**config.mk**
```make
export PLATFORM = sky130hd
export DESIGN_NAME = lbr_ctrl
export DESIGN_NICKNAME = d
export VERILOG_FILES = /design/src/lbr_pkg.sv /design/src/lbr_ramp.sv /design/src/lbr_ctrl.sv
export SDC_FILE = /design/constraint.sdc
export NUM_CORES = 1
export LEC_CHECK = 0
export BUFFER_PORTS_ARGS = -buffer_cell sky130_fd_sc_hd__buf_2
export CAP_MARGIN = 15
export CORE_ASPECT_RATIO = 1.1
export CORE_UTILIZATION = 56
export DETAILED_ROUTE_END_ITERATION = 10
export PLACE_DENSITY = 0.77
export SLEW_MARGIN = 10
export SYNTH_ARGS = -nofsm -noshare
export SYNTH_HDL_FRONTEND = slang
export SYNTH_SLANG_ARGS = --single-unit
```
**constraint.sdc**
```tcl
create_clock -name core_clk -period 2.8 [get_ports core_clk]
set_input_delay 0.14 -clock core_clk [delete_from_list [all_inputs] [get_ports core_clk]]
set_output_delay 0.14 -clock core_clk [all_outputs]
set_load 0.01 [all_outputs]
```
**src/lbr_pkg.sv**
```systemverilog
// constants for the led brightness and ramp controller
// assumes a single 20 MHz core clock and a two-wire serial register port
package lbr_pkg;

  // core clock
  localparam int CLK_MHZ = 20;
  localparam int CLK_KHZ = 20000;

  // ramp dwell times, as printed, per step code
  localparam int STEP_FAST_US = 100;
  localparam int STEP_MID_MS = 25;
  localparam int STEP_SLOW_MS = 50;
  localparam int STEP_SLOWEST_MS = 100;

  // dwell counts in core clock cycles
  localparam int STEP_FAST_CYC = STEP_FAST_US * CLK_MHZ;
  localparam int STEP_MID_CYC = STEP_MID_MS * CLK_KHZ;
  localparam int STEP_SLOW_CYC = STEP_SLOW_MS * CLK_KHZ;
  localparam int STEP_SLOWEST_CYC = STEP_SLOWEST_MS * CLK_KHZ;
  localparam int DWELL_W = 21;

  // ramp step codes
  localparam logic [1:0] RAMP_CODE_FAST = 2'h0;
  localparam logic [1:0] RAMP_CODE_MID = 2'h1;
  localparam logic [1:0] RAMP_CODE_SLOW = 2'h2;

  // serial port device address (7 bits)
  localparam logic [6:0] DEV_ADDR = 7'h36;

  // register offsets
  localparam logic [7:0] GEN_PURPOSE_ADDR = 8'h10;
  localparam logic [7:0] RAMP_STEP_TIME_ADDR = 8'h20;
  localparam logic [7:0] PRIMARY_GROUP_BRIGHTNESS_ADDR = 8'hA0;
  localparam logic [7:0] SECONDARY_GROUP_BRIGHTNESS_ADDR = 8'hB0;
  localparam logic [7:0] INDICATOR_BRIGHTNESS_ADDR = 8'hC0;

  // values after reset, and the read value of unmapped offsets
  localparam logic [7:0] GEN_PURPOSE_RST = 8'h00;
  localparam logic [7:0] PRIMARY_GROUP_BRIGHTNESS_RST = 8'hE0;
  localparam logic [7:0] SECONDARY_GROUP_BRIGHTNESS_RST = 8'hF8;
  localparam logic [7:0] INDICATOR_BRIGHTNESS_RST = 8'hF8;
  localparam logic [7:0] RAMP_STEP_TIME_RST = 8'hF0;
  localparam logic [7:0] UNMAPPED_READ = 8'h00;

  // general purpose register field positions
  localparam int GP_PRIMARY_ON = 0;
  localparam int GP_SECONDARY_ON = 1;
  localparam int GP_INDICATOR_ON = 2;
  localparam int GP_FIRST_TO_PRIMARY = 3;
  localparam int GP_SECOND_TO_PRIMARY = 4;
  localparam int GP_SHUT_FIVE_THREE = 5;
  localparam int GP_SHUT_SIX_TWO = 6;

  // level and ramp step code field widths
  localparam int PRIMARY_LVL_W = 5;
  localparam int AUX_LVL_W = 3;
  localparam int RAMP_CODE_W = 2;

  // serial engine states
  typedef enum logic [4:0] {
    LBR_IDLE = 5'b00001,
    LBR_DEV = 5'b00010,
    LBR_PTR = 5'b00100,
    LBR_WR = 5'b01000,
    LBR_RD = 5'b10000
  } lbr_state_t;

endpackage : lbr_pkg

```
**src/lbr_ramp.sv**
```systemverilog
// primary group ramp engine: walks the applied level one code at a time
// assumes the enable, target and step code come from registers on core_clk
`timescale 1ns/1ps

module lbr_ramp #(
  parameter logic [20:0] FAST_CYC = 21'(lbr_pkg::STEP_FAST_CYC),
  parameter logic [20:0] MID_CYC = 21'(lbr_pkg::STEP_MID_CYC),
  parameter logic [20:0] SLOW_CYC = 21'(lbr_pkg::STEP_SLOW_CYC),
  parameter logic [20:0] SLOWEST_CYC = 21'(lbr_pkg::STEP_SLOWEST_CYC)
) (
  // clock and reset
  input wire logic core_clk,
  input wire logic rst,
  // settings
  input wire logic group_on,
  input wire logic [4:0] target,
  input wire logic [1:0] step_code,
  // applied level
  output logic [4:0] level,
  output logic sinks_on
);

  logic [20:0] dwell_cnt;
  logic [20:0] next_dwell_cnt;
  logic [4:0] next_level;

  // disabled means the ramp heads for code zero, then the sinks go dark
  wire [4:0] goal = group_on ? target : 5'h00;
  wire at_goal = (level == goal);
  wire [20:0] dwell_len =
    (step_code == lbr_pkg::RAMP_CODE_FAST) ? FAST_CYC :
    (step_code == lbr_pkg::RAMP_CODE_MID) ? MID_CYC :
    (step_code == lbr_pkg::RAMP_CODE_SLOW) ? SLOW_CYC : SLOWEST_CYC;
  wire dwell_done = (dwell_cnt == dwell_len - 21'h000001);
  wire going_up = (level < goal);

  // one code per elapsed dwell, so total time is target times dwell
  always_comb begin
    next_dwell_cnt = dwell_cnt;
    next_level = level;
    if (at_goal) begin
      next_dwell_cnt = 21'h000000;
    end else if (dwell_done) begin
      next_dwell_cnt = 21'h000000;
      next_level = going_up ? level + 5'h01 : level - 5'h01;
    end else begin
      next_dwell_cnt = dwell_cnt + 21'h000001;
    end
  end

  // sinks stay lit while enabled or still winding down
  always_ff @(posedge core_clk or posedge rst) begin
    if (rst) begin
      dwell_cnt <= 21'h000000;
      level <= 5'h00;
      sinks_on <= 1'b0;
    end else begin
      dwell_cnt <= next_dwell_cnt;
      level <= next_level;
      sinks_on <= group_on || (next_level != 5'h00);
    end
  end

endmodule : lbr_ramp

```
**src/lbr_ctrl.sv**
```systemverilog
// led brightness controller: two-wire serial register slave, group gating
// assumes scl and sda arrive from pins asynchronous to core_clk; sda is open drain
`timescale 1ns/1ps

module lbr_ctrl #(
  parameter logic [20:0] STEP_MID_CYC = 21'(lbr_pkg::STEP_MID_CYC),
  parameter logic [20:0] STEP_SLOW_CYC = 21'(lbr_pkg::STEP_SLOW_CYC),
  parameter logic [20:0] STEP_SLOWEST_CYC = 21'(lbr_pkg::STEP_SLOWEST_CYC)
) (
  // clock and reset
  input wire logic core_clk,
  input wire logic rst,
  // serial register port
  input wire logic scl,
  input wire logic sda_in,
  output logic sda_out,
  output logic sda_oe,
  // primary group sinks
  output logic [4:0] primary_sinks_level,
  output logic primary_sinks_on,
  // secondary group sinks
  output logic [2:0] secondary_sinks_level,
  output logic secondary_sinks_on,
  // indicator sink
  output logic [2:0] indicator_sink_level,
  output logic indicator_sink_on,
  // reassignable sinks
  output logic flex_sink_first_on,
  output logic flex_sink_first_in_primary,
  output logic flex_sink_second_on,
  output logic flex_sink_second_in_primary
);

  // pin synchronisers; stage one feeds only stage two
  logic scl_s1;
  logic scl_s2;
  logic scl_s3;
  logic sda_s1;
  logic sda_s2;
  logic sda_s3;

  // serial engine
  lbr_pkg::lbr_state_t st;
  logic [3:0] bit_cnt;
  logic [7:0] shift;
  logic [7:0] rd_shift;
  logic in_ack;
  logic rw_read;
  logic [7:0] ptr;

  // register file
  logic [6:0] gen_purpose;
  logic [4:0] primary_group_brightness;
  logic [2:0] secondary_group_brightness;
  logic [2:0] indicator_brightness;
  logic [1:0] ramp_step_time;

  // ramp engine outputs
  logic [4:0] ramp_level;
  logic ramp_sinks_on;

  // two flops on each pin before any logic looks at it
  always_ff @(posedge core_clk or posedge rst) begin
    if (rst) begin
      scl_s1 <= 1'b1;
      scl_s2 <= 1'b1;
      scl_s3 <= 1'b1;
      sda_s1 <= 1'b1;
      sda_s2 <= 1'b1;
      sda_s3 <= 1'b1;
    end else begin
      scl_s1 <= scl;
      scl_s2 <= scl_s1;
      scl_s3 <= scl_s2;
      sda_s1 <= sda_in;
      sda_s2 <= sda_s1;
      sda_s3 <= sda_s2;
    end
  end

  // bus events, all from the second and third stages
  wire scl_rise = scl_s2 && !scl_s3;
  wire scl_fall = !scl_s2 && scl_s3;
  wire bus_start = scl_s2 && scl_s3 && !sda_s2 && sda_s3;
  wire bus_stop = scl_s2 && scl_s3 && sda_s2 && !sda_s3;
  wire byte_done = scl_fall && !in_ack && (bit_cnt == 4'h8);
  wire ack_done = scl_fall && in_ack;
  wire addr_hit = (shift[7:1] == lbr_pkg::DEV_ADDR);

  // a data byte lands in the register file on the fall that ends it
  wire wr_fire = byte_done && (st == lbr_pkg::LBR_WR);

  // register decode
  wire sel_gp = (ptr == lbr_pkg::GEN_PURPOSE_ADDR);
  wire sel_ramp = (ptr == lbr_pkg::RAMP_STEP_TIME_ADDR);
  wire sel_pri = (ptr == lbr_pkg::PRIMARY_GROUP_BRIGHTNESS_ADDR);
  wire sel_sec = (ptr == lbr_pkg::SECONDARY_GROUP_BRIGHTNESS_ADDR);
  wire sel_ind = (ptr == lbr_pkg::INDICATOR_BRIGHTNESS_ADDR);

  // read-back: unused upper bits return their reset pattern
  wire [7:0] rd_value =
    sel_gp ? {lbr_pkg::GEN_PURPOSE_RST[7], gen_purpose} :
    sel_ramp ? {lbr_pkg::RAMP_STEP_TIME_RST[7:2], ramp_step_time} :
    sel_pri ? {lbr_pkg::PRIMARY_GROUP_BRIGHTNESS_RST[7:5], primary_group_brightness} :
    sel_sec ? {lbr_pkg::SECONDARY_GROUP_BRIGHTNESS_RST[7:3], secondary_group_brightness} :
    sel_ind ? {lbr_pkg::INDICATOR_BRIGHTNESS_RST[7:3], indicator_brightness} :
    lbr_pkg::UNMAPPED_READ;

  // slave state machine; start and stop win over any bit activity
  always_ff @(posedge core_clk or posedge rst) begin
    if (rst) begin
      st <= lbr_pkg::LBR_IDLE;
      bit_cnt <= 4'h0;
      shift <= 8'h00;
      rd_shift <= 8'h00;
      in_ack <= 1'b0;
      rw_read <= 1'b0;
      ptr <= 8'h00;
      sda_oe <= 1'b0;
    end else if (bus_start) begin
      st <= lbr_pkg::LBR_DEV;
      bit_cnt <= 4'h0;
      in_ack <= 1'b0;
      sda_oe <= 1'b0;
    end else if (bus_stop) begin
      st <= lbr_pkg::LBR_IDLE;
      in_ack <= 1'b0;
      sda_oe <= 1'b0;
    end else begin
      case (st)
        lbr_pkg::LBR_IDLE: begin
          sda_oe <= 1'b0;
        end
        lbr_pkg::LBR_DEV: begin
          if (scl_rise && !in_ack) begin
            shift <= {shift[6:0], sda_s2};
            bit_cnt <= bit_cnt + 4'h1;
          end
          if (byte_done) begin
            // a foreign address leaves the bus alone until the next start
            if (addr_hit) begin
              in_ack <= 1'b1;
              sda_oe <= 1'b1;
              rw_read <= shift[0];
            end else begin
              st <= lbr_pkg::LBR_IDLE;
            end
          end else if (ack_done) begin
            in_ack <= 1'b0;
            bit_cnt <= 4'h0;
            if (rw_read) begin
              // first data bit goes out on the fall that ends the ack
              st <= lbr_pkg::LBR_RD;
              sda_oe <= !rd_value[7];
              rd_shift <= {rd_value[6:0], 1'b1};
              bit_cnt <= 4'h1;
            end else begin
              st <= lbr_pkg::LBR_PTR;
              sda_oe <= 1'b0;
            end
          end
        end
        lbr_pkg::LBR_PTR, lbr_pkg::LBR_WR: begin
          if (scl_rise && !in_ack) begin
            shift <= {shift[6:0], sda_s2};
            bit_cnt <= bit_cnt + 4'h1;
          end
          if (byte_done) begin
            in_ack <= 1'b1;
            sda_oe <= 1'b1;
            if (st == lbr_pkg::LBR_PTR) begin
              ptr <= shift;
            end
          end else if (ack_done) begin
            // pointer does not advance; further bytes rewrite one register
            in_ack <= 1'b0;
            bit_cnt <= 4'h0;
            sda_oe <= 1'b0;
            st <= lbr_pkg::LBR_WR;
          end
        end
        lbr_pkg::LBR_RD: begin
          if (scl_fall && !in_ack && bit_cnt != 4'h8) begin
            sda_oe <= !rd_shift[7];
            rd_shift <= {rd_shift[6:0], 1'b1};
            bit_cnt <= bit_cnt + 4'h1;
          end else if (byte_done) begin
            // release for the host's acknowledge
            sda_oe <= 1'b0;
            in_ack <= 1'b1;
          end else if (scl_rise && in_ack && sda_s2) begin
            // host declined another byte
            st <= lbr_pkg::LBR_IDLE;
            in_ack <= 1'b0;
          end else if (ack_done) begin
            in_ack <= 1'b0;
            sda_oe <= !rd_value[7];
            rd_shift <= {rd_value[6:0], 1'b1};
            bit_cnt <= 4'h1;
          end
        end
        default: begin
          st <= lbr_pkg::LBR_IDLE;
          sda_oe <= 1'b0;
        end
      endcase
    end
  end

  // open drain: only ever pulls low
  assign sda_out = 1'b0;

  // register writes; only the documented field bits are stored
  always_ff @(posedge core_clk or posedge rst) begin
    if (rst) begin
      gen_purpose <= lbr_pkg::GEN_PURPOSE_RST[6:0];
      primary_group_brightness <= lbr_pkg::PRIMARY_GROUP_BRIGHTNESS_RST[4:0];
      secondary_group_brightness <= lbr_pkg::SECONDARY_GROUP_BRIGHTNESS_RST[2:0];
      indicator_brightness <= lbr_pkg::INDICATOR_BRIGHTNESS_RST[2:0];
      ramp_step_time <= lbr_pkg::RAMP_STEP_TIME_RST[1:0];
    end else if (wr_fire) begin
      if (sel_gp) begin
        gen_purpose <= shift[6:0];
      end
      if (sel_ramp) begin
        ramp_step_time <= shift[1:0];
      end
      if (sel_pri) begin
        primary_group_brightness <= shift[4:0];
      end
      if (sel_sec) begin
        secondary_group_brightness <= shift[2:0];
      end
      if (sel_ind) begin
        indicator_brightness <= shift[2:0];
      end
    end
  end

  // primary group ramp, target taken live from the brightness register
  lbr_ramp #(
    .FAST_CYC(21'(lbr_pkg::STEP_FAST_CYC)),
    .MID_CYC(STEP_MID_CYC),
    .SLOW_CYC(STEP_SLOW_CYC),
    .SLOWEST_CYC(STEP_SLOWEST_CYC)
  ) u_ramp (
    .core_clk(core_clk),
    .rst(rst),
    .group_on(gen_purpose[lbr_pkg::GP_PRIMARY_ON]),
    .target(primary_group_brightness),
    .step_code(ramp_step_time),
    .level(ramp_level),
    .sinks_on(ramp_sinks_on)
  );

  // group gating; reassignable sinks follow their group unless shut
  wire sec_on = gen_purpose[lbr_pkg::GP_SECONDARY_ON];
  wire first_pri = gen_purpose[lbr_pkg::GP_FIRST_TO_PRIMARY];
  wire second_pri = gen_purpose[lbr_pkg::GP_SECOND_TO_PRIMARY];
  wire first_grp_on = first_pri ? ramp_sinks_on : sec_on;
  wire second_grp_on = second_pri ? ramp_sinks_on : sec_on;

  // outputs registered; the ramp level already is a flop, one more keeps
  // all sink controls aligned on the same edge
  always_ff @(posedge core_clk or posedge rst) begin
    if (rst) begin
      primary_sinks_level <= 5'h00;
      primary_sinks_on <= 1'b0;
      secondary_sinks_level <= 3'h0;
      secondary_sinks_on <= 1'b0;
      indicator_sink_level <= 3'h0;
      indicator_sink_on <= 1'b0;
      flex_sink_first_on <= 1'b0;
      flex_sink_first_in_primary <= 1'b0;
      flex_sink_second_on <= 1'b0;
      flex_sink_second_in_primary <= 1'b0;
    end else begin
      primary_sinks_level <= ramp_level;
      primary_sinks_on <= ramp_sinks_on;
      secondary_sinks_level <= secondary_group_brightness;
      secondary_sinks_on <= sec_on;
      indicator_sink_level <= indicator_brightness;
      indicator_sink_on <= gen_purpose[lbr_pkg::GP_INDICATOR_ON];
      flex_sink_first_on <= first_grp_on && !gen_purpose[lbr_pkg::GP_SHUT_FIVE_THREE];
      flex_sink_first_in_primary <= first_pri;
      flex_sink_second_on <= second_grp_on && !gen_purpose[lbr_pkg::GP_SHUT_SIX_TWO];
      flex_sink_second_in_primary <= second_pri;
    end
  end

endmodule : lbr_ctrl

```
==> results of run 1 <==
-- stage by stage --
stage	hold WS [ns]	std cells	cell area, µm²
floorplan	0.1445	511	5554
global placement	0.2462	642	5826
detailed placement	0.2463	642	5826
CTS	0.3615	661	6041
global route	0.3604	665	6098
finish	0.3635	665	6098
-- flip-flops by register name (all words and copies together), names as in the netlist, 5 cells and up --
signal                    cells
u_ramp.level                  5
primary_group_brightness      5
gen_purpose                   7
rd_shift                      8
primary_sinks_level           5
u_ramp.dwell_cnt             21
st                            5
shift                         8
ptr                           8
-- cell families after synthesis --
group,after synthesis,synth area share (%)
AOI/OAI and AO/OA,76,9.694
other,1,0.06756
DFF,107,48.40
adders and majority gates,19,4.418
xor gates and xnor gates,33,5.207
buffers and inverters,33,2.547
and+or+nand+nor,191,19.32
muxes,51,10.35
-- area by class of cell --
| cell class | instances | area share, % |
|---|---|---|
| clock buffer | 11 | 2.154 |
| clock inverter | 5 | 0.8822 |
| inverter | 15 | 0.9848 |
| multi-input combinational | 371 | 45.08 |
| sequential | 107 | 44.07 |
| tap | 117 | 2.400 |
| timing repair buffer | 39 | 4.432 |
-- placed cells by master (no fill, tap or decap), types with 16 or more instances in the layout --
master / count
dfrtp_1: 99
nor2_1: 53
mux2_2: 47
nand2_1: 35
buf_2: 22
a21oi_1: 20
xor2_1: 18
ha_1: 18
nand3_1: 16
-- how the worst min path moves through the flow --
stage / slack, ns / depth (start not counted) / start / endpoint
after floorplan: 0.14 / 0 / scl / scl_s1$_DFF_PP1_
after global placement: 0.25 / 1 / sda_in / sda_s1$_DFF_PP1_
after detailed placement: 0.25 / 1 / sda_in / sda_s1$_DFF_PP1_
after CTS: 0.36 / 0 / sda_s1$_DFF_PP1_ / sda_s2$_DFF_PP1_
after global routing: 0.36 / 0 / sda_s1$_DFF_PP1_ / sda_s2$_DFF_PP1_
final: 0.36 / 0 / sda_s1$_DFF_PP1_ / sda_s2$_DFF_PP1_
-- critical path: stages, from the launching register on --
cell and delay (ns):
dfrtp_2 0.44, nand2_1 0.07, ha_1 0.31, and3_1 0.19, o21ai_1 0.09, nand3_2 0.14, buf_4 0.16, buf_4 0.12
ha_1 0.32, a21oi_1 0.20, xnor2_1 0.17, and4bb_2 0.26, nor3_2 0.09
-- where the power goes --
group	total (mW)	switching [mW]	internal [mW]	leakage, nW
clock	0.903	0.491	0.412	0.0971
combinational	0.248	0.132	0.116	1.27
sequential	1.64	0.0589	1.59	1.47
total	2.80	0.682	2.11	2.83
-- per-layer routing --
metal	wire length (µm)	part of all wire, %
met1	4653	42
met2	5835	53
met3	318	2.9
met4	209	1.9
met5	0	0
-- repair_timing --
| action | CTS | global route |
|---|---|---|
| resized for setup | 0 | 7 |
| hold buffers | 3 | 0 |
| endpoints found under the setup margin | 0 | 2 |
| hold endpoints to repair | 102 | 0 |
| setup buffers | 0 | 4 |
==> impl_results.md, run 1 <==
- Status: completed
- Final wirelength: 11,020 µm
- Met1 usage: roughly 27%
- Final nets: between 500 and 600
- Seq/Total Area, Yosys: about 48%
- HP Class: reg2reg
- GRT Overall Usage: between 20% and 30%
- Slew margin rel.: between 30% and 40%
- Mapped Nets: around 530
- R2r endpoint: u_ramp.sinks_on$_DFF_PP0_
- Mapped Cells: a little over 500
- Worst-Margin Slew: approximately 0.88 ns
- Ys Warns: 0
- Post-synth EDFFs: 0
- I/O pins: 24
- Die Y: about 110 µm
- Initial drt markers: around 240
- Clock buffer depth: 2
- Finish-stage setup viols: 0
- Drt via density: roughly 5.9
- CTS Buf Count: 9
- Initial antenna violation count: 0
- N_diodes: 0
- Post-synth top area cell: dfrtp_1
- WL/cell: around 17 µm
- Fill cells: about 750
- IR drop worst, VDD: between 0.3 and 0.4 mV
- Post-layout worst setup margin: approximately 0.18 ns
- Pin count of the biggest net entering global routing: about 110
- Placed wire-length estimate: between 7000 and 8000 µm
- Final period util: about 94%
- Avg Synthesized Cell Area: between 10 and 15 µm²
- Synth cell types: 70
- Clk root buf: clkbuf_8
- Reg2reg path depth: 12
- Clk_skew: 0.01313 ns
- Antenna Violating Nets Remaining: 0
- Initial Util: 58.48%
- Reg-to-reg slack, setup: 0.18 ns
- Final Hold Fails: 0
- Die footprint: 0.01031 mm²
- Ys async rst share: 100.0%
- Largest fanout on the critical path: 8
- FP Rows: 37
- Startpoint Class: flip-flop
- Lkg Pwr: 2.830 nW
- First-pass GRT wire length: about 19,000 µm
- GP Congestion: roughly 0.85
- Dominant cells by area after synthesis: dfrtp_1, mux2_2, ha_1, nor2_1, dfstp_2
- Htree depth: 3
- Most common cell in the synthesized netlist: dfrtp_1
- Number of synthesized register bits: between 100 and 150
- Multi-input logic area: ~0.0027 mm²
- Synth cell count leaders: dfrtp_1, nor2_1, mux2_2, nand2_1, a21oi_1
- Critical path arrival: 2.91 ns
- Layout area overhead: 9.874%
- Max-Cap Viols: 0
- Buffers on Ports: 22
- Netlist Area Pre-Place: 0.005550 mm²
- GR peak layer: met2
- # DRC: 0
- Reg area: approximately 0.0027 mm²
- Vias: roughly 3.9k
- Worst endpoint required time: between 3 and 4 ns
- Drt first pass iters: 5
- M2 GR Usage: between 40% and 50%
- Worst slack at placement: about 0.053 ns
- Fmax: around 0.38 GHz
- Kind of critical path: reg2reg
- Ys flop type: dfrtp_1
- Overflow left after global routing: 0
- Worst-skew pair later-pin latency: ~0.36 ns
- TritonCTS clock tree: yes
- Placeable Area: 0.009490 mm²
- Total Power: 2.796 mW
- Fin util: 64.26%
- PwrDens: between 400 and 500 mW/mm²
- Critical path capture point type: flip-flop
- Met3 Resource Use GR: under 10%
- Critical Path End: u_ramp.sinks_on$_DFF_PP0_
- Clk slew on worst S/H paths: ~0.1 ns
- Vias in the first global route: just under 4k
- Min cycle time layout: about 2.6 ns
- Setup crit start: gen_purpose[0]$_DFFE_PP0P_
- Reg2Reg Launch Point: gen_purpose[0]$_DFFE_PP0P_
- Setup TNS: 0 ns
- Fraction of layout cells with a size suffix above 1: between 20% and 30%
- DIE WIDTH: slightly below 100 µm
- CTS sink count: about 110
- Slew Limit Fails: 0
- Yosys top cell area share: a little under half
(Power assumes the default switching activity.)
==> run 2, diff against run 1 <==
--- a/config.mk
+++ b/config.mk
@@ -8,9 +8,9 @@
 export BUFFER_PORTS_ARGS = -buffer_cell sky130_fd_sc_hd__buf_2
 export CAP_MARGIN = 15
 export CORE_ASPECT_RATIO = 1.1
-export CORE_UTILIZATION = 56
+export CORE_UTILIZATION = 55
 export DETAILED_ROUTE_END_ITERATION = 10
-export PLACE_DENSITY = 0.77
+export PLACE_DENSITY = 0.73
 export SLEW_MARGIN = 10
 export SYNTH_ARGS = -nofsm -noshare
 export SYNTH_HDL_FRONTEND = slang
==> constraint.sdc (replaced) <==
create_clock -name core_clk -period 2.82 [get_ports core_clk]
set_input_delay 0.141 -clock core_clk [delete_from_list [all_inputs] [get_ports core_clk]]
set_output_delay 0.141 -clock core_clk [all_outputs]
set_load 0.01 [all_outputs]
==> run 2 against run 1 <==
Compared with the run above:
- the run now ends with design-rule violations left
- total power grew 3.0%
- sequential share of layout area grew 0.25 points
- worst hold slack lost 0.0021 ns
- setup slack lost 0.036 ns
- critical endpoint unchanged
- via count shrank 1.7%
- count of clock-buffer cells in the layout shrank 1
- first-iteration DRC count shrank 19%
- sequential power is essentially flat
==> impl_results.md, run 2 (synthesis gave the netlist of run 1 again) <==
- Status: complete, but fails checks
- Failing checks: design-rule violations
- Worst-skew pair later-pin latency: about 0.39 ns
- Initial antenna violation count: 0
- Buf/Inv on CP: 0
- Most frequent cells in the layout: dfrtp_1, nor2_1, mux2_2
- Placeable Area: between 0.009 and 0.01 mm²
- N_diodes: 0
- Pin count of the biggest net entering global routing: between 100 and 150
- Clock buffer depth: 2
- Setup crit start: gen_purpose[0]$_DFFE_PP0P_
- Reg-to-reg slack, setup: ~0.14 ns
- Drt first pass iters: 7
- Max reg flops: 21
- Initial drt markers: 192
- Buffers on Ports: 22
- Critical Path End: u_ramp.sinks_on$_DFF_PP0_
- FP Rows: 38
- Htree depth: 3
- Reg2reg path depth: 12
- WL/cell: 16.37 µm
- Largest fanout on the critical path: 9
- Final wirelength: ~11,000 µm
- CTS sink count: approximately 110
- Lkg Pwr: 2.812 nW
- Slowest stage delay, CP: between 0.4 and 0.5 ns
- Fraction of layout cells with a size suffix above 1: between 20% and 30%
- Slew Limit Fails: 0
- Clk slew on worst S/H paths: 0.10 ns
- Vias: just under 4k
- Worst-Margin Slew: a little under 0.8 ns
- Placed wire-length estimate: between 7000 and 8000 µm
- Final Non-Filler Cells: between 600 and 700
- IR drop worst, VDD: ~0.28 mV
- Drt via density: approximately 5.8
- Worst endpoint required time: ~3.1 ns
- Placed Cells incl. Taps: around 640
- Commonest non-fill, non-tap cell in the layout: dfrtp_1
- Final nets: about 560
- Fill cells: 812
- Min cycle time layout: 2.677 ns
- Clk root buf: clkbuf_8
- TritonCTS clock tree: yes
- Setup TNS: 0 ns
- R2r endpoint: u_ramp.sinks_on$_DFF_PP0_
- Final period util: approximately 95%
- Kind of critical path: reg2reg
- PwrDens: approximately 480 mW/mm²
- Fmax: around 0.37 GHz
- Die Y: between 100 and 150 µm
- Multi-input logic area: 0.002728 mm²
- Reg2Reg Launch Point: gen_purpose[0]$_DFFE_PP0P_
- Clk_skew: about 0.013 ns
- Slowest-stage cell, CP: dfrtp_2
- Reg area: approximately 0.0027 mm²
- First-pass GRT wire length: approximately 18,000 µm
- Placed Area: a little under 0.006 mm²
- Total Power: 2.881 mW
- Final Hold Fails: 0
- Finish-stage setup viols: 0
- Cells along the critical path: nand2_1, ha_1, and3_1, o21ai_1, nand3_2, ha_1, a21o_1, a21oi_1, xnor2_1, nor3_1, and4_2, nor3_1
- I/O pins: 24
- Antenna Violating Nets Remaining: 0
- Startpoint Class: flip-flop
- Crit path max-delay family: simple AND/OR/NAND/NOR gates
- HP Class: reg2reg
- Max-Cap Viols: 0
- GRT Overall Usage: approximately 22%
- Critical path depth: 12
- Largest reg by FF count: u_ramp.dwell_cnt
- Vias in the first global route: 3,757
- # DRC: 4
- Critical path arrival: between 2 and 3 ns
- Critical path capture point type: flip-flop
- Overflow left after global routing: 0
- Layout area overhead: 9.265%
- Slew margin rel.: between 40% and 50%
- DIE WIDTH: roughly 98 µm
- CTS Buf Count: 9
- GP Congestion: around 0.94
- Initial Util: 56.39%
- Die footprint: roughly 0.010 mm²
- Final instance area: 0.006065 mm²
==> run 2: cell count changes in the layout (fill, tap and decap cells not counted) <==
cell      delta
buf_4        -5
clkbuf_1     -2
inv_6        +2
nor3_1       +2
nor3_2       -2
a21oi_1      +1
a21oi_2      -1
clkbuf_8     +1
clkinv_2     -1
clkinv_4     -1
inv_8        +1
xnor2_1      +1
xnor2_2      -1
==> run 2: how the worst min path moves through the flow <==
stage / to / cells past startpoint / from
2_1_floorplan: scl_s1$_DFF_PP1_ / 0 / scl
3_3_place_gp: scl_s1$_DFF_PP1_ / 1 / scl
3_5_place_dp: scl_s1$_DFF_PP1_ / 1 / scl
4_1_cts: scl_s2$_DFF_PP1_ / 0 / scl_s1$_DFF_PP1_
5_1_grt: scl_s2$_DFF_PP1_ / 0 / scl_s1$_DFF_PP1_
6_report: sda_s2$_DFF_PP1_ / 0 / sda_s1$_DFF_PP1_
==> run 2: area by class of cell <==
| type | count | share of cell area [%] |
|---|---|---|
| inverter | 15 | 0.9903 |
| clock inverter | 6 | 1.135 |
| timing repair buffer | 34 | 3.837 |
| tap | 120 | 2.476 |
| multi-input combinational | 371 | 44.98 |
| sequential | 107 | 44.32 |
| clock buffer | 10 | 2.269 |
==> run 2: metrics by stage <==
step                hold WS [ns]  util (%)  worst slack (ns)
finish                    0.3614     61.62            0.1429
global route              0.3659     61.62          -0.03629
CTS                       0.3639     61.56           0.08653
detailed placement        0.2475     59.15           0.08263
global placement          0.2471     59.15            0.1847
floorplan                 0.1455         -            0.2259
==> run 2: routing by layer <==
layer	up-vias	track usage, %	wire (µm)
met3	17	2.792	313
met4	0	10.71	240
met5	-	0	0
met1	1921	29.38	5011
li1	1877	-	-
met2	60	37.28	5288
==> run 2: timing repair <==
action,4_1_cts,5_1_grt
hold endpoints to repair,102,0
gates resized for setup,0,3
endpoints found under the setup margin,0,2
hold buffers,3,0
buffers inserted,0,0
==> run 2: where the power goes <==
group	internal, mW	leakage (nW)	switching [mW]
combinational	0.116	1.24	0.135
clock	0.445	0.109	0.549
sequential	1.57	1.47	0.0622
total	2.14	2.81	0.746
==> run 3, diff against run 2 <==
--- a/config.mk
+++ b/config.mk
@@ -8,9 +8,9 @@
 export BUFFER_PORTS_ARGS = -buffer_cell sky130_fd_sc_hd__buf_2
 export CAP_MARGIN = 15
 export CORE_ASPECT_RATIO = 1.1
-export CORE_UTILIZATION = 55
+export CORE_UTILIZATION = 62
 export DETAILED_ROUTE_END_ITERATION = 10
-export PLACE_DENSITY = 0.73
+export PLACE_DENSITY = 0.81
 export SLEW_MARGIN = 10
 export SYNTH_ARGS = -nofsm -noshare
 export SYNTH_HDL_FRONTEND = slang
==> run 3 against run 2 <==
Compared with the run above:
- utilization increased by 9.9 points
- maximum frequency decreased by 0.64%
- clock skew decreased by 0.00096 ns
- sequential cell count unchanged
- register-to-register slack got worse by 0.02 ns
- via count increased by 2.5%
- cell count decreased by 0.90%
- the run now ends clean
- total power increased by 1.4%
- global-route usage increased by 3.1 points
==> impl_results.md, run 3 (synthesis gave the netlist of run 1 again) <==
- Status: completed
- Overflow left after global routing: 0
- Sequential power share: between 50% and 60%
- Vias in the first global route: about 4.0k
- First-pass GRT wire length: about 19,000 µm
- Worst-Margin Slew: between 0.8 and 0.9 ns
- Slew margin rel.: between 40% and 50%
- Fmax: 0.3712 GHz
- Final Non-Filler Cells: 657
- Most frequent cells in the layout: dfrtp_1, nor2_1, mux2_2
- Fin util: around 72%
- Largest fanout on the critical path: 6
- WL/cell: 16.88 µm
- Post-layout worst setup margin: between 0.1 and 0.15 ns
- GRT Overall Usage: roughly 26%
- Slew Limit Fails: 0
- Placed Cells incl. Taps: 637
- HP Class: in2async
- R2r endpoint: u_ramp.sinks_on$_DFF_PP0_
- Kind of critical path: reg2reg
- Final Hold Fails: 0
- Placeable Area: approximately 0.0085 mm²
- I/O pins: 24
- Psw: between 0.7 and 0.8 mW
- Power share of the combinational group: about 8.6%
- Antenna Violating Nets Remaining: 0
- Critical path capture point type: flip-flop
- Pint: ~2.1 mW
- Cells along the critical path: ha_1, and3_1, o21ai_1, nand3_2, ha_1, a21o_1, a21oi_2, xnor2_1, nor3_1, and4_2, nor3_2
- TritonCTS clock tree: yes
- Htree depth: 3
- CTS Buf Count: 9
- PwrDens: about 480 mW/mm²
- Clk slew on worst S/H paths: 0.11 ns
- Drt via density: a little over 6
- Reg-to-reg slack, setup: 0.13 ns
- Pin count of the biggest net entering global routing: 72
- Max-Cap Viols: 0
- Reg2Reg Launch Point: u_ramp.level[4]$_DFF_PP0_
- Most common cell on crit path: ha_1
- N_diodes: 0
- Finish-stage setup viols: 0
- Critical path arrival: between 2 and 3 ns
- Initial Util: 65.00%
- Vias: slightly below 4k
- Fraction of layout cells with a size suffix above 1: 24.54%
- Worst-skew pair later-pin latency: roughly 0.38 ns
- Layout area overhead: 10.10%
- Slowest-stage cell, CP: dfrtp_2
- Worst slack at placement: 0.07200 ns
- Clock buffer depth: 2
- Sw Share: 26.88%
- Max reg flops: 21
- Final period util: between 90 and 100%
- Largest reg by FF count: u_ramp.dwell_cnt
- Total Power: 2.922 mW
- Placed wire-length estimate: a little under 8000 µm
- Initial drt markers: about 140
- Die footprint: roughly 0.0093 mm²
- Worst endpoint required time: just over 3 ns
- Min cycle time layout: about 2.7 ns
- IR drop worst, VDD: 0.3166 mV
- Reg2reg path depth: 11
- Initial antenna violation count: 0
- Clk_skew: 0.01189 ns
- Clk root buf: clkbuf_8
- Startpoint Class: flip-flop
- GP Congestion: roughly 1
- Buffers on Ports: 22
- CTS sink count: between 100 and 150
- DIE WIDTH: between 90 and 100 µm
- Slowest stage delay, CP: 0.47 ns
- Final nets: 564
- Die Y: between 100 and 150 µm
- Commonest non-fill, non-tap cell in the layout: dfrtp_1
- FP Rows: 35
- Lkg Pwr: about 2.8 nW
- Drt first pass iters: 4
- Clock power share: 35.4%
- Final wirelength: approximately 11,000 µm
- # DRC: 0
-- run 3: cell types whose count changed in the layout (fill, tap and decap cells not counted), moves of 2 or more --
cell	delta
a21oi_1	-2
a21oi_2	+2
buf_4	+3
clkinv_2	-2
clkinv_8	+2
dfrtp_1	-2
dfrtp_2	+2
-- run 3: layer usage --
layer  up-vias  GRT usage (%)  wire length (µm)
li1       1879              -                 -
met2        95          44.14              5512
met5         -              0                 0
met1      1980          32.29              4972
met4         0          10.82               190
met3        19          4.204               418
-- run 3: stage by stage --
step / hold WS (ns) / TNS, ns / area (µm²)
2_1_floorplan: 0.1455 / 0 / 5554
3_3_place_gp: 0.08669 / 0 / 5813
3_5_place_dp: 0.08901 / 0 / 5813
4_1_cts: 0.2171 / 0 / 6070
5_1_grt: 0.2375 / -0.008096 / 6111
6_report: 0.2260 / 0 / 6111
-- run 3: cell type report --
class                      count  area [µm²]
multi-input combinational    371        2755
sequential                   107        2690
fill                         609        2429
timing repair buffer          37       240.2
tap                          111       138.9
clock buffer                   9       123.9
clock inverter                 7       102.6
inverter                      15       60.06
-- run 3: timing repair --
action	CTS	global route
hold endpoints to repair	10	0
setup buffers	0	1
setup endpoints to repair	0	3
gates resized for setup	0	10
hold buffers	3	0
-- run 3: power groups by stage --
stage	registers [mW]	clock network [mW]	logic, mW
2_1_floorplan	1.63	0	0.222
3_3_place_gp	1.66	0	0.239
3_5_place_dp	1.67	0	0.245
4_1_cts	1.64	1.06	0.251
5_1_grt	1.65	1.11	0.278
6_report	1.64	1.03	0.250
-- run 3: worst max-delay path by stage --
stage | end | depth (start not counted) | slack, ns | startpoint
2_1_floorplan | u_ramp.sinks_on$_DFF_PP0_ | 13 | 0.23 | gen_purpose[0]$_DFFE_PP0P_
3_3_place_gp | u_ramp.sinks_on$_DFF_PP0_ | 12 | 0.18 | gen_purpose[0]$_DFFE_PP0P_
3_5_place_dp | u_ramp.sinks_on$_DFF_PP0_ | 13 | 0.07 | gen_purpose[0]$_DFFE_PP0P_
4_1_cts | u_ramp.sinks_on$_DFF_PP0_ | 12 | 0.04 | gen_purpose[0]$_DFFE_PP0P_
5_1_grt | u_ramp.sinks_on$_DFF_PP0_ | 12 | -0.008 | gen_purpose[0]$_DFFE_PP0P_
6_report | u_ramp.sinks_on$_DFF_PP0_ | 11 | 0.13 | u_ramp.level[4]$_DFF_PP0_
-- run 3: critical path: cells and delay by family (launching register included) --
family	cells	cell delay (ns)
DFF	1	0.47
and+or+nand+nor	5	0.91
AOI/OAI and AO/OA	3	0.45
adders and majority gates	2	0.66
xor gates and xnor gates	1	0.09
